`config.mk`:
```
export PLATFORM = sky130hd
export DESIGN_NAME = cict_timing
export DESIGN_NICKNAME = d
export VERILOG_FILES = /design/src/logic/cict_pkg.sv /design/src/logic/cict_issue_if.sv /design/src/logic/cict_decode.sv /design/src/logic/cict_timing.sv
export SDC_FILE = /design/constraint.sdc
export NUM_CORES = 1
export LEC_CHECK = 0
export BUFFER_PORTS_ARGS = -buffer_cell sky130_fd_sc_hd__buf_2
export CORE_ASPECT_RATIO = 0.8
export CORE_MARGIN = 4
export CORE_UTILIZATION = 35
export DETAILED_ROUTE_END_ITERATION = 7
export PLACE_DENSITY = 0.52
export SLEW_MARGIN = 20
export SYNTH_ARGS = -nofsm -noshare
export SYNTH_HDL_FRONTEND = slang
export SYNTH_HIERARCHICAL = 1
export SYNTH_SLANG_ARGS = --single-unit
```
`constraint.sdc`:
```
create_clock -name clk_sys -period 9.5 [get_ports clk_sys]
set_input_delay 0.475 -clock clk_sys [delete_from_list [all_inputs] [get_ports clk_sys]]
set_output_delay 0.475 -clock clk_sys [all_outputs]
set_load 0.01 [all_outputs]
```
`src/logic/cict_pkg.sv`:
```
// Opcode classes, lengths and cycle counts for the instruction timing decoder
// Operation
// - Timing counted in system clocks only
// - Most instructions: cycles equal byte count
// - Untaken branch finishes one cycle sooner
// - Bank register ALU/move/exchange: 1 byte, 1
// - Accumulator with direct source: 2 bytes, 2
// - Indirect RAM operations: 1 byte, 2 cycles
// - Accumulator with immediate: 2 bytes, 2
// - Immediate into direct logic/move: 3, 3
// - Accumulator into direct logic/move: 2, 2
// - Accumulator-only operations: 1 byte, 1
// - Data pointer increment: 1 byte, 1
// - Direct to direct move: 3, 3
// - Data pointer immediate load: 3, 3
// - Code byte moves: 1 byte, 3 cycles
// - External data moves: 1 byte, 3 cycles
// - Indirect stores: 1/2 bytes, 2 cycles
// - Indirect-to-direct, direct/immediate-to-bank: 2, 2
// - Push and pop: 2 bytes, 2
// - Low nibble exchange: 1 byte, 2
// - Bit ops 2/2, carry ops 1/1
// - Relative offset signed, from next instruction
// - Unassigned opcode decodes as no-operation
package cict_pkg;
  localparam int OPC_W    = 8;
  localparam int LEN_W    = 2;
  localparam int CYC_W    = 4;
  localparam int PC_W     = 16;
  localparam logic [OPC_W-1:0] OPC_NOP   = 8'h00;
  localparam logic [OPC_W-1:0] OPC_SPARE = 8'ha5;
  localparam logic [CYC_W-1:0] CYC_ONE   = 4'h1;
  // Fallback timing for opcodes outside the covered classes
  localparam logic [LEN_W-1:0] LEN_DFLT  = 2'h1;
  localparam logic [CYC_W-1:0] CYC_DFLT  = 4'h1;
endpackage : cict_pkg

```
`src/logic/cict_issue_if.sv`:
```
// Decoded timing bundle passed from the decoder to the issue sequencer
interface cict_issue_if;
  logic [cict_pkg::LEN_W-1:0] len;
  logic [cict_pkg::CYC_W-1:0] cycTaken;
  logic [cict_pkg::CYC_W-1:0] cycNotTaken;
  logic                       isBranch;
  logic                       isRel;
  logic                       known;
  modport dec (output len, cycTaken, cycNotTaken, isBranch, isRel, known);
  modport seq (input  len, cycTaken, cycNotTaken, isBranch, isRel, known);
endinterface : cict_issue_if

```
`src/logic/cict_decode.sv`:
```
// Combinational opcode to length and cycle-count table
module cict_decode
(
  input  wire logic [cict_pkg::OPC_W-1:0] opcode,
  cict_issue_if.dec                       tim
);
  logic [3:0] hi;
  logic [3:0] lo;
  logic [cict_pkg::LEN_W-1:0] l;
  logic [cict_pkg::CYC_W-1:0] c;
  logic [cict_pkg::CYC_W-1:0] cn;
  logic br;
  logic rl;
  logic kn;

  assign hi = opcode[7:4];
  assign lo = opcode[3:0];

  always_comb
  begin
    l  = cict_pkg::LEN_DFLT;
    c  = cict_pkg::CYC_DFLT;
    cn = cict_pkg::CYC_DFLT;
    br = 1'b0;
    rl = 1'b0;
    kn = 1'b1;
    // bank register forms of ALU, inc, dec, move, exchange
    if (lo >= 4'h8 && (hi == 4'h0 || hi == 4'h1 || hi == 4'h2 ||
        hi == 4'h3 || hi == 4'h4 || hi == 4'h5 || hi == 4'h6 ||
        hi == 4'h9 || hi == 4'hc || hi == 4'he || hi == 4'hf))
    begin
      l = 2'h1; c = 4'h1;
    end
    // direct or immediate into bank register
    else if (lo >= 4'h8 && (hi == 4'h7 || hi == 4'ha))
    begin
      l = 2'h2; c = 4'h2;
    end
    else if (lo >= 4'h8 && hi == 4'h8)
    begin
      l = 2'h2; c = 4'h2;
    end
    else if (lo >= 4'h8 && hi == 4'hd)
    begin
      // decrement-and-branch: taken 3, not taken 2
      l = 2'h2; c = 4'h3; cn = 4'h2; br = 1'b1; rl = 1'b1;
    end
    else if (lo >= 4'h8 && hi == 4'hb)
    begin
      l = 2'h3; c = 4'h4; cn = 4'h3; br = 1'b1; rl = 1'b1;
    end
    // indirect RAM arithmetic, logic, inc, dec, move, exchange
    else if ((lo == 4'h6 || lo == 4'h7) && (hi == 4'h0 || hi == 4'h1 ||
        hi == 4'h2 || hi == 4'h3 || hi == 4'h4 || hi == 4'h5 ||
        hi == 4'h6 || hi == 4'h9 || hi == 4'hc || hi == 4'he))
    begin
      l = 2'h1; c = 4'h2;
    end
    else if ((lo == 4'h6 || lo == 4'h7) && hi == 4'hd)
    begin
      l = 2'h1; c = 4'h2;
    end
    else if ((lo == 4'h6 || lo == 4'h7) && hi == 4'hf)
    begin
      l = 2'h1; c = 4'h2;
    end
    // direct or immediate through indirect pointer
    else if ((lo == 4'h6 || lo == 4'h7) && (hi == 4'h7 || hi == 4'ha))
    begin
      l = 2'h2; c = 4'h2;
    end
    else if ((lo == 4'h6 || lo == 4'h7) && hi == 4'h8)
    begin
      l = 2'h2; c = 4'h2;
    end
    else if ((lo == 4'h6 || lo == 4'h7) && hi == 4'hb)
    begin
      l = 2'h3; c = 4'h5; cn = 4'h4; br = 1'b1; rl = 1'b1;
    end
    else
    begin
      unique case (opcode)
        8'h25, 8'h35, 8'h95, 8'h55, 8'h45, 8'h65, 8'he5, 8'hc5,
        8'h05, 8'h15, 8'hf5:
        begin
          l = 2'h2; c = 4'h2;
        end
        8'hc0, 8'hd0:
        begin
          l = 2'h2;
          c = 4'h2;
        end
        8'h24, 8'h34, 8'h94, 8'h54, 8'h44, 8'h64, 8'h74:
        begin
          l = 2'h2; c = 4'h2;
        end
        8'h52, 8'h42, 8'h62:
        begin
          l = 2'h2; c = 4'h2;
        end
        8'h53, 8'h43, 8'h63, 8'h75:
        begin
          l = 2'h3; c = 4'h3;
        end
        // direct to direct; data pointer load
        8'h85, 8'h90:
        begin
          l = 2'h3; c = 4'h3;
        end
        8'he4, 8'hf4, 8'h23, 8'h33, 8'h03, 8'h13, 8'hc4, 8'hd4,
        8'h04, 8'h14, 8'ha3, 8'hc3, 8'hd3, 8'hb3:
        begin
          l = 2'h1; c = 4'h1;
        end
        8'hc2, 8'hd2, 8'hb2, 8'h82, 8'hb0, 8'h72, 8'ha0, 8'ha2,
        8'h92:
        begin
          l = 2'h2; c = 4'h2;
        end
        // code byte moves; external data moves
        8'h93, 8'h83, 8'he2, 8'he3, 8'hf2, 8'hf3, 8'he0, 8'hf0:
        begin
          l = 2'h1; c = 4'h3;
        end
        8'ha4:
        begin
          l = 2'h1; c = 4'h4;
        end
        8'h84:
        begin
          l = 2'h1; c = 4'h8;
        end
        // short conditional branches: taken 3, not taken 2
        8'h40, 8'h50, 8'h60, 8'h70:
        begin
          l = 2'h2; c = 4'h3; cn = 4'h2; br = 1'b1; rl = 1'b1;
        end
        8'h20, 8'h30, 8'h10, 8'hb4, 8'hd5:
        begin
          l = 2'h3; c = 4'h4; cn = 4'h3; br = 1'b1; rl = 1'b1;
        end
        8'hb5:
        begin
          l = 2'h3; c = 4'h5; cn = 4'h4; br = 1'b1; rl = 1'b1;
        end
        // spare opcode behaves as the defined no-operation
        cict_pkg::OPC_NOP, cict_pkg::OPC_SPARE:
        begin
          l = 2'h1; c = cict_pkg::CYC_ONE;
        end
        default:
        begin
          l  = cict_pkg::LEN_DFLT;
          c  = cict_pkg::CYC_DFLT;
          kn = 1'b0;
        end
      endcase
    end
    if (!br)
      cn = c;
  end

  assign tim.len         = l;
  assign tim.cycTaken    = c;
  assign tim.cycNotTaken = cn;
  assign tim.isBranch    = br;
  assign tim.isRel       = rl;
  assign tim.known       = kn;
endmodule : cict_decode

```
`src/logic/cict_timing.sv`:
```
// Issue sequencer: holds each instruction for its exact cycle count
module cict_timing
(
  input  wire logic                       clk_sys,
  input  wire logic                       rst,
  input  wire logic                       instrValid,
  input  wire logic [cict_pkg::OPC_W-1:0] opcode,
  input  wire logic [cict_pkg::PC_W-1:0]  pc,
  input  wire logic [7:0]                 relOffset,
  input  wire logic                       branchTaken,
  output logic                            instrReady,
  output logic                            done,
  output logic [cict_pkg::LEN_W-1:0]      lenOut,
  output logic [cict_pkg::CYC_W-1:0]      cycOut,
  output logic                            knownOut,
  output logic [cict_pkg::PC_W-1:0]       nextPc,
  output logic [cict_pkg::PC_W-1:0]       branchTarget
);
  typedef enum logic {ST_IDLE, ST_EXEC} cict_state_e;
  cict_state_e state_q;
  logic [cict_pkg::CYC_W-1:0] cnt_q;
  logic [cict_pkg::CYC_W-1:0] cycSel;
  logic [cict_pkg::PC_W-1:0]  nxt;
  logic take;
  cict_issue_if tim ();

  cict_decode u_dec
  (
    .opcode (opcode),
    .tim    (tim)
  );

  // untaken branch uses the shorter count
  assign cycSel = (tim.isBranch && !branchTaken) ? tim.cycNotTaken
                                                 : tim.cycTaken;
  // accept when idle or in the last cycle of the previous count
  assign instrReady = (state_q == ST_IDLE) ||
                      (cnt_q == cict_pkg::CYC_ONE);
  assign take = instrValid && instrReady;
  assign nxt  = pc + {{(cict_pkg::PC_W-cict_pkg::LEN_W){1'b0}}, tim.len};

  always_ff @(posedge clk_sys)
  begin
    if (rst)
    begin
      state_q <= ST_IDLE;
      cnt_q   <= '0;
    end
    else if (take)
    begin
      state_q <= ST_EXEC;
      cnt_q   <= cycSel;
    end
    else if (state_q == ST_EXEC && cnt_q == cict_pkg::CYC_ONE)
    begin
      state_q <= ST_IDLE;
      cnt_q   <= '0;
    end
    else if (state_q == ST_EXEC)
      cnt_q <= cnt_q - cict_pkg::CYC_ONE;
  end

  assign done = (state_q == ST_EXEC) && (cnt_q == cict_pkg::CYC_ONE);

  always_ff @(posedge clk_sys)
  begin
    if (rst)
    begin
      lenOut       <= '0;
      cycOut       <= '0;
      knownOut     <= 1'b0;
      nextPc       <= '0;
      branchTarget <= '0;
    end
    else if (take)
    begin
      lenOut   <= tim.len;
      cycOut   <= cycSel;
      knownOut <= tim.known;
      nextPc   <= nxt;
      // signed offset added to next instruction address
      branchTarget <= tim.isRel
        ? nxt + {{(cict_pkg::PC_W-8){relOffset[7]}}, relOffset} : nxt;
    end
  end

  a_count_load: assert property (@(posedge clk_sys) disable iff (rst)
    take |=> cnt_q == $past(cycSel))
    else $error("count not loaded");
  // untaken is one shorter than taken
  a_untaken_short: assert property (@(posedge clk_sys) disable iff (rst)
    tim.isBranch |-> tim.cycNotTaken + 4'h1 == tim.cycTaken)
    else $error("untaken branch not one shorter");
  a_no_early: assert property (@(posedge clk_sys) disable iff (rst)
    (state_q == ST_EXEC && cnt_q > cict_pkg::CYC_ONE) |-> !instrReady)
    else $error("issue before count elapsed");
  a_done_span: assert property (@(posedge clk_sys) disable iff (rst)
    (take && cycSel == 4'h2) |=> !done ##1 done)
    else $error("two cycle instruction mistimed");
  a_one_cycle: assert property (@(posedge clk_sys) disable iff (rst)
    (take && opcode == 8'h28) |=> done)
    else $error("bank add not one cycle");
  a_spare_nop: assert property (@(posedge clk_sys) disable iff (rst)
    (opcode == cict_pkg::OPC_SPARE) |-> tim.len == 2'h1 && tim.known)
    else $error("spare opcode not nop");
  a_ext_move_three: assert property (@(posedge clk_sys) disable iff (rst)
    (take && opcode == 8'he0) |=> !done ##1 !done ##1 done)
    else $error("external move not three cycles");
  a_rel_target: assert property (@(posedge clk_sys) disable iff (rst)
    (take && tim.isRel) |=> branchTarget ==
      nextPc + {{8{$past(relOffset[7])}}, $past(relOffset)})
    else $error("relative target wrong");
endmodule : cict_timing

```
==> flow_summary.toml <==
[layout]
ff_latch_area_um2 = 881
area_growth_syn_to_layout_pct = 16.8
drive_gt1_share_pct = 19.8
nets = 600
final_cell_area_um2 = 4260
mostFrequentLayoutCells = "buf_2 (76), nor2_1 (64), nand2_1 (50)"
fillers = 1071
layout_commonest_cell = "buf_2"
antenna_cells = 0
fin_util_pct = 41.7
multi_input_area_um2 = 2560

[routing]
viasPerCell = 5.42
wire_per_inst_um = 15.7
drc_errors = 0
dr.pass1.iters = 5
drt-initial-drc-count = 271
routed_wl_mm = 10.7
antenna_left = 0
num_vias = 3694

[worst_setup_path]
crit_buf_inv = 2
crit_family = "compound AO/OA/AOI/OAI gates"
critPathMaxFanout = 24
critical_path_arrival_ns = 5.45
worstPathCellList = "buf_2 -> and3b_1 -> o2111a_1 -> a311oi_1 -> o311a_1 -> nand2_1 -> nor2_1 -> ha_1 -> fa_1 -> nand2_1 -> nor3_1 -> nand2_1 -> xor2_1 -> inv_1 -> ha_1 -> a21oi_1 -> a31oi_2 -> o41ai_2 -> xnor2_1 -> a2111o_1 -> nand3_1"
slowest_delay_ns = 0.51
worstSetupStartpoint = "opcode[6]"
required_ns = 9.73
end_kind = "flip-flop"
slowest_stage = "nor3_1"
critical_path_class = "in -> reg"
r2r-start = "cnt_q[0]"
cp-start-kind = "primary input"
path_common_cell = "nand2_1"

[cts]
cts_hold_buf = 0
clk_latency_ns = 0.29
cts_buffers = 5
cts.repair.resized = 0
cts_setup_buffers = 0
clockBufferDepth = 2
cts_tree = "yes"
cts.htree.levels = 2
cts_sinks = 44
root_buffer = "clkbuf_16"
clk_pin_slew_ns = 0.06

[logic_synthesis]
synthesis.nets = 545
yosysSeqAreaShare_pct = 24.2
synth_edf_count = 0
syn_area_per_cell_um2 = 7.51
ys_types = 71
synth_ff_type = "dfxtp_1"
syn-cell-area_um2 = 3640
yosys_warnings = 6
synthesis.instances = 485
synth-async-reset-ratio_pct = 0
ys_ff_latch = 44

[global_routing]
overflow = 0
grt_use_total_pct = 17.5
grt_use_met2_pct = 23.5
grt_pass1_wl_mm = 17.4
met1_usage_pct = 27.7
grt_busiest_layer = "met1"
grtUsageMet3_pct = 4.49
grt_pass1_vias = 3366
grt_max_degree = 48
antenna_found_initial = 0

[die]
die_w_um = 122
boundaryPins = 77
core-area_um2 = 10200
initial_core_util_pct = 35.7
dieHeight_um = 99.3
dieArea_um2 = 12100
std_cell_rows = 33

[timing]
fmax_mhz = 192
period_needed_ns = 5.22
hold_viol = 0
setup_tns_ns = 0
finalClockSkew_ns = 0.00479
slew_viol_final = 0
rsz0062_at_grt = "no"
maxSlewHeadroom_pct = 39.7
tightest_slew_ns = 0.904
period_share_pct = 54.9
setup_viol = 0

[power]
power_density_nw_per_um2 = 147
ir_drop_v = 0.0000635
combinationalPowerShare_pct = 34.0
p_seq_share_pct = 34.3
internal-power_uw = 412
clkPwrFrac_pct = 31.7
p_sw_uw = 212
cellLeakagePower_uw = 0.00185
swShare_pct = 34.0

[run_status]
status = "finished, final reports clean"

[min_path]
min_path_type = "reg -> reg"
hp-start = "nextPc[0]"

[placed_design]
gp_congestion = 0.973
hpwl_mm = 8.01
portBuffers = 76
postPlaceCellArea_um2 = 4090

[flow_run]
maxCapViolCount = 0
## metal layers
metal | wire [µm] | share of wire [%]
met4 | 97 | 0.91
met2 | 4150 | 39
met1 | 5600 | 52
met3 | 815 | 7.6
met5 | 0 | 0
## path summary, 6_finish.rpt
kind / slack, ns / cells after the start / endpoint
hold / removal: 0.46 / 2 / nextPc[0]
setup / recovery: 4.28 / 21 / branchTarget[15]
hold reg to reg: 0.46 / 2 / nextPc[0]
setup reg to reg: 7.42 / 7 / branchTarget[13]
## synth_stat cells (3+ instances only)
master,n,area share [%]
a31oi_1,5,0.86
o21ai_0,19,2.6
mux2_2,4,1.2
nand4_1,8,1.4
o211ai_1,3,0.62
nand2b_1,7,1.2
mux2i_1,5,1.4
o221ai_1,3,0.72
dfxtp_1,44,24
o22ai_1,6,1.0
a21oi_1,42,5.8
nand3_1,12,1.6
xor2_1,10,2.4
nor3b_1,3,0.62
xnor2_1,17,4.1
nor2b_1,5,0.86
clkbuf_1,20,2.1
nand4b_1,4,0.96
a21o_1,6,1.2
nand3b_1,3,0.62
nor3_1,17,2.3
buf_2,5,0.69
inv_1,20,2.1
and3_1,4,0.69
nor2_1,64,6.6
a211oi_1,18,3.7
a311oi_1,3,0.72
ha_1,22,7.6
nand2_1,50,5.2
a22oi_1,4,0.82
## registers in the layout, indices dropped and copies added (netlist names)
name          cells
branchTarget     16
cnt_q             4
cycOut            4
knownOut          1
lenOut            2
nextPc           16
state_q           1
## final cells by class
cell class	instances	area share, %
timing repair buffer	78	9.29
clock inverter	3	1.00
inverter	20	1.76
multi-input combinational	391	60.2
sequential	44	20.7
tap	140	4.12
clock buffer	5	2.94
## per-stage QoR
stage / instances / hold WS, ns / setup WS, ns / total power [µW]
6_report: 681 / 0.459 / 4.28 / 624
3_3_place_gp: 673 / 0.446 / 4.09 / 428
3_5_place_dp: 673 / 0.445 / 4.04 / 429
5_1_grt: 681 / 0.490 / 3.84 / 664
4_1_cts: 681 / 0.458 / 4.32 / 630
2_1_floorplan: 485 / 0.445 / 4.90 / 366
## power by group through the flow
stage	sequential [µW]	clock [µW]	combinational [µW]
3_5_place_dp	218	0	211
4_1_cts	214	203	212
5_1_grt	216	210	238
3_3_place_gp	218	0	211
2_1_floorplan	224	0	142
6_report	214	198	212
## kinds of logic (layout without fill, tap and decap cells)
group | after synthesis | after routing | synth area share [%]
adders and majority gates | 24 | 24 | 8.65
AOI/OAI and AO/OA | 136 | 136 | 25.7
muxes | 9 | 9 | 2.61
DFF | 44 | 44 | 24.2
and+or+nand+nor | 195 | 195 | 26.6
xor gates and xnor gates | 27 | 27 | 6.49
buffers and inverters | 50 | 106 | 5.84
## worst min-delay path: cells and delay by family, from the launching register on
kind,cells,cell delay (ns)
simple gates,1,0.05
compound gates,1,0.05
flops,1,0.31
Note: power is estimated with default switching activity, not from simulation.
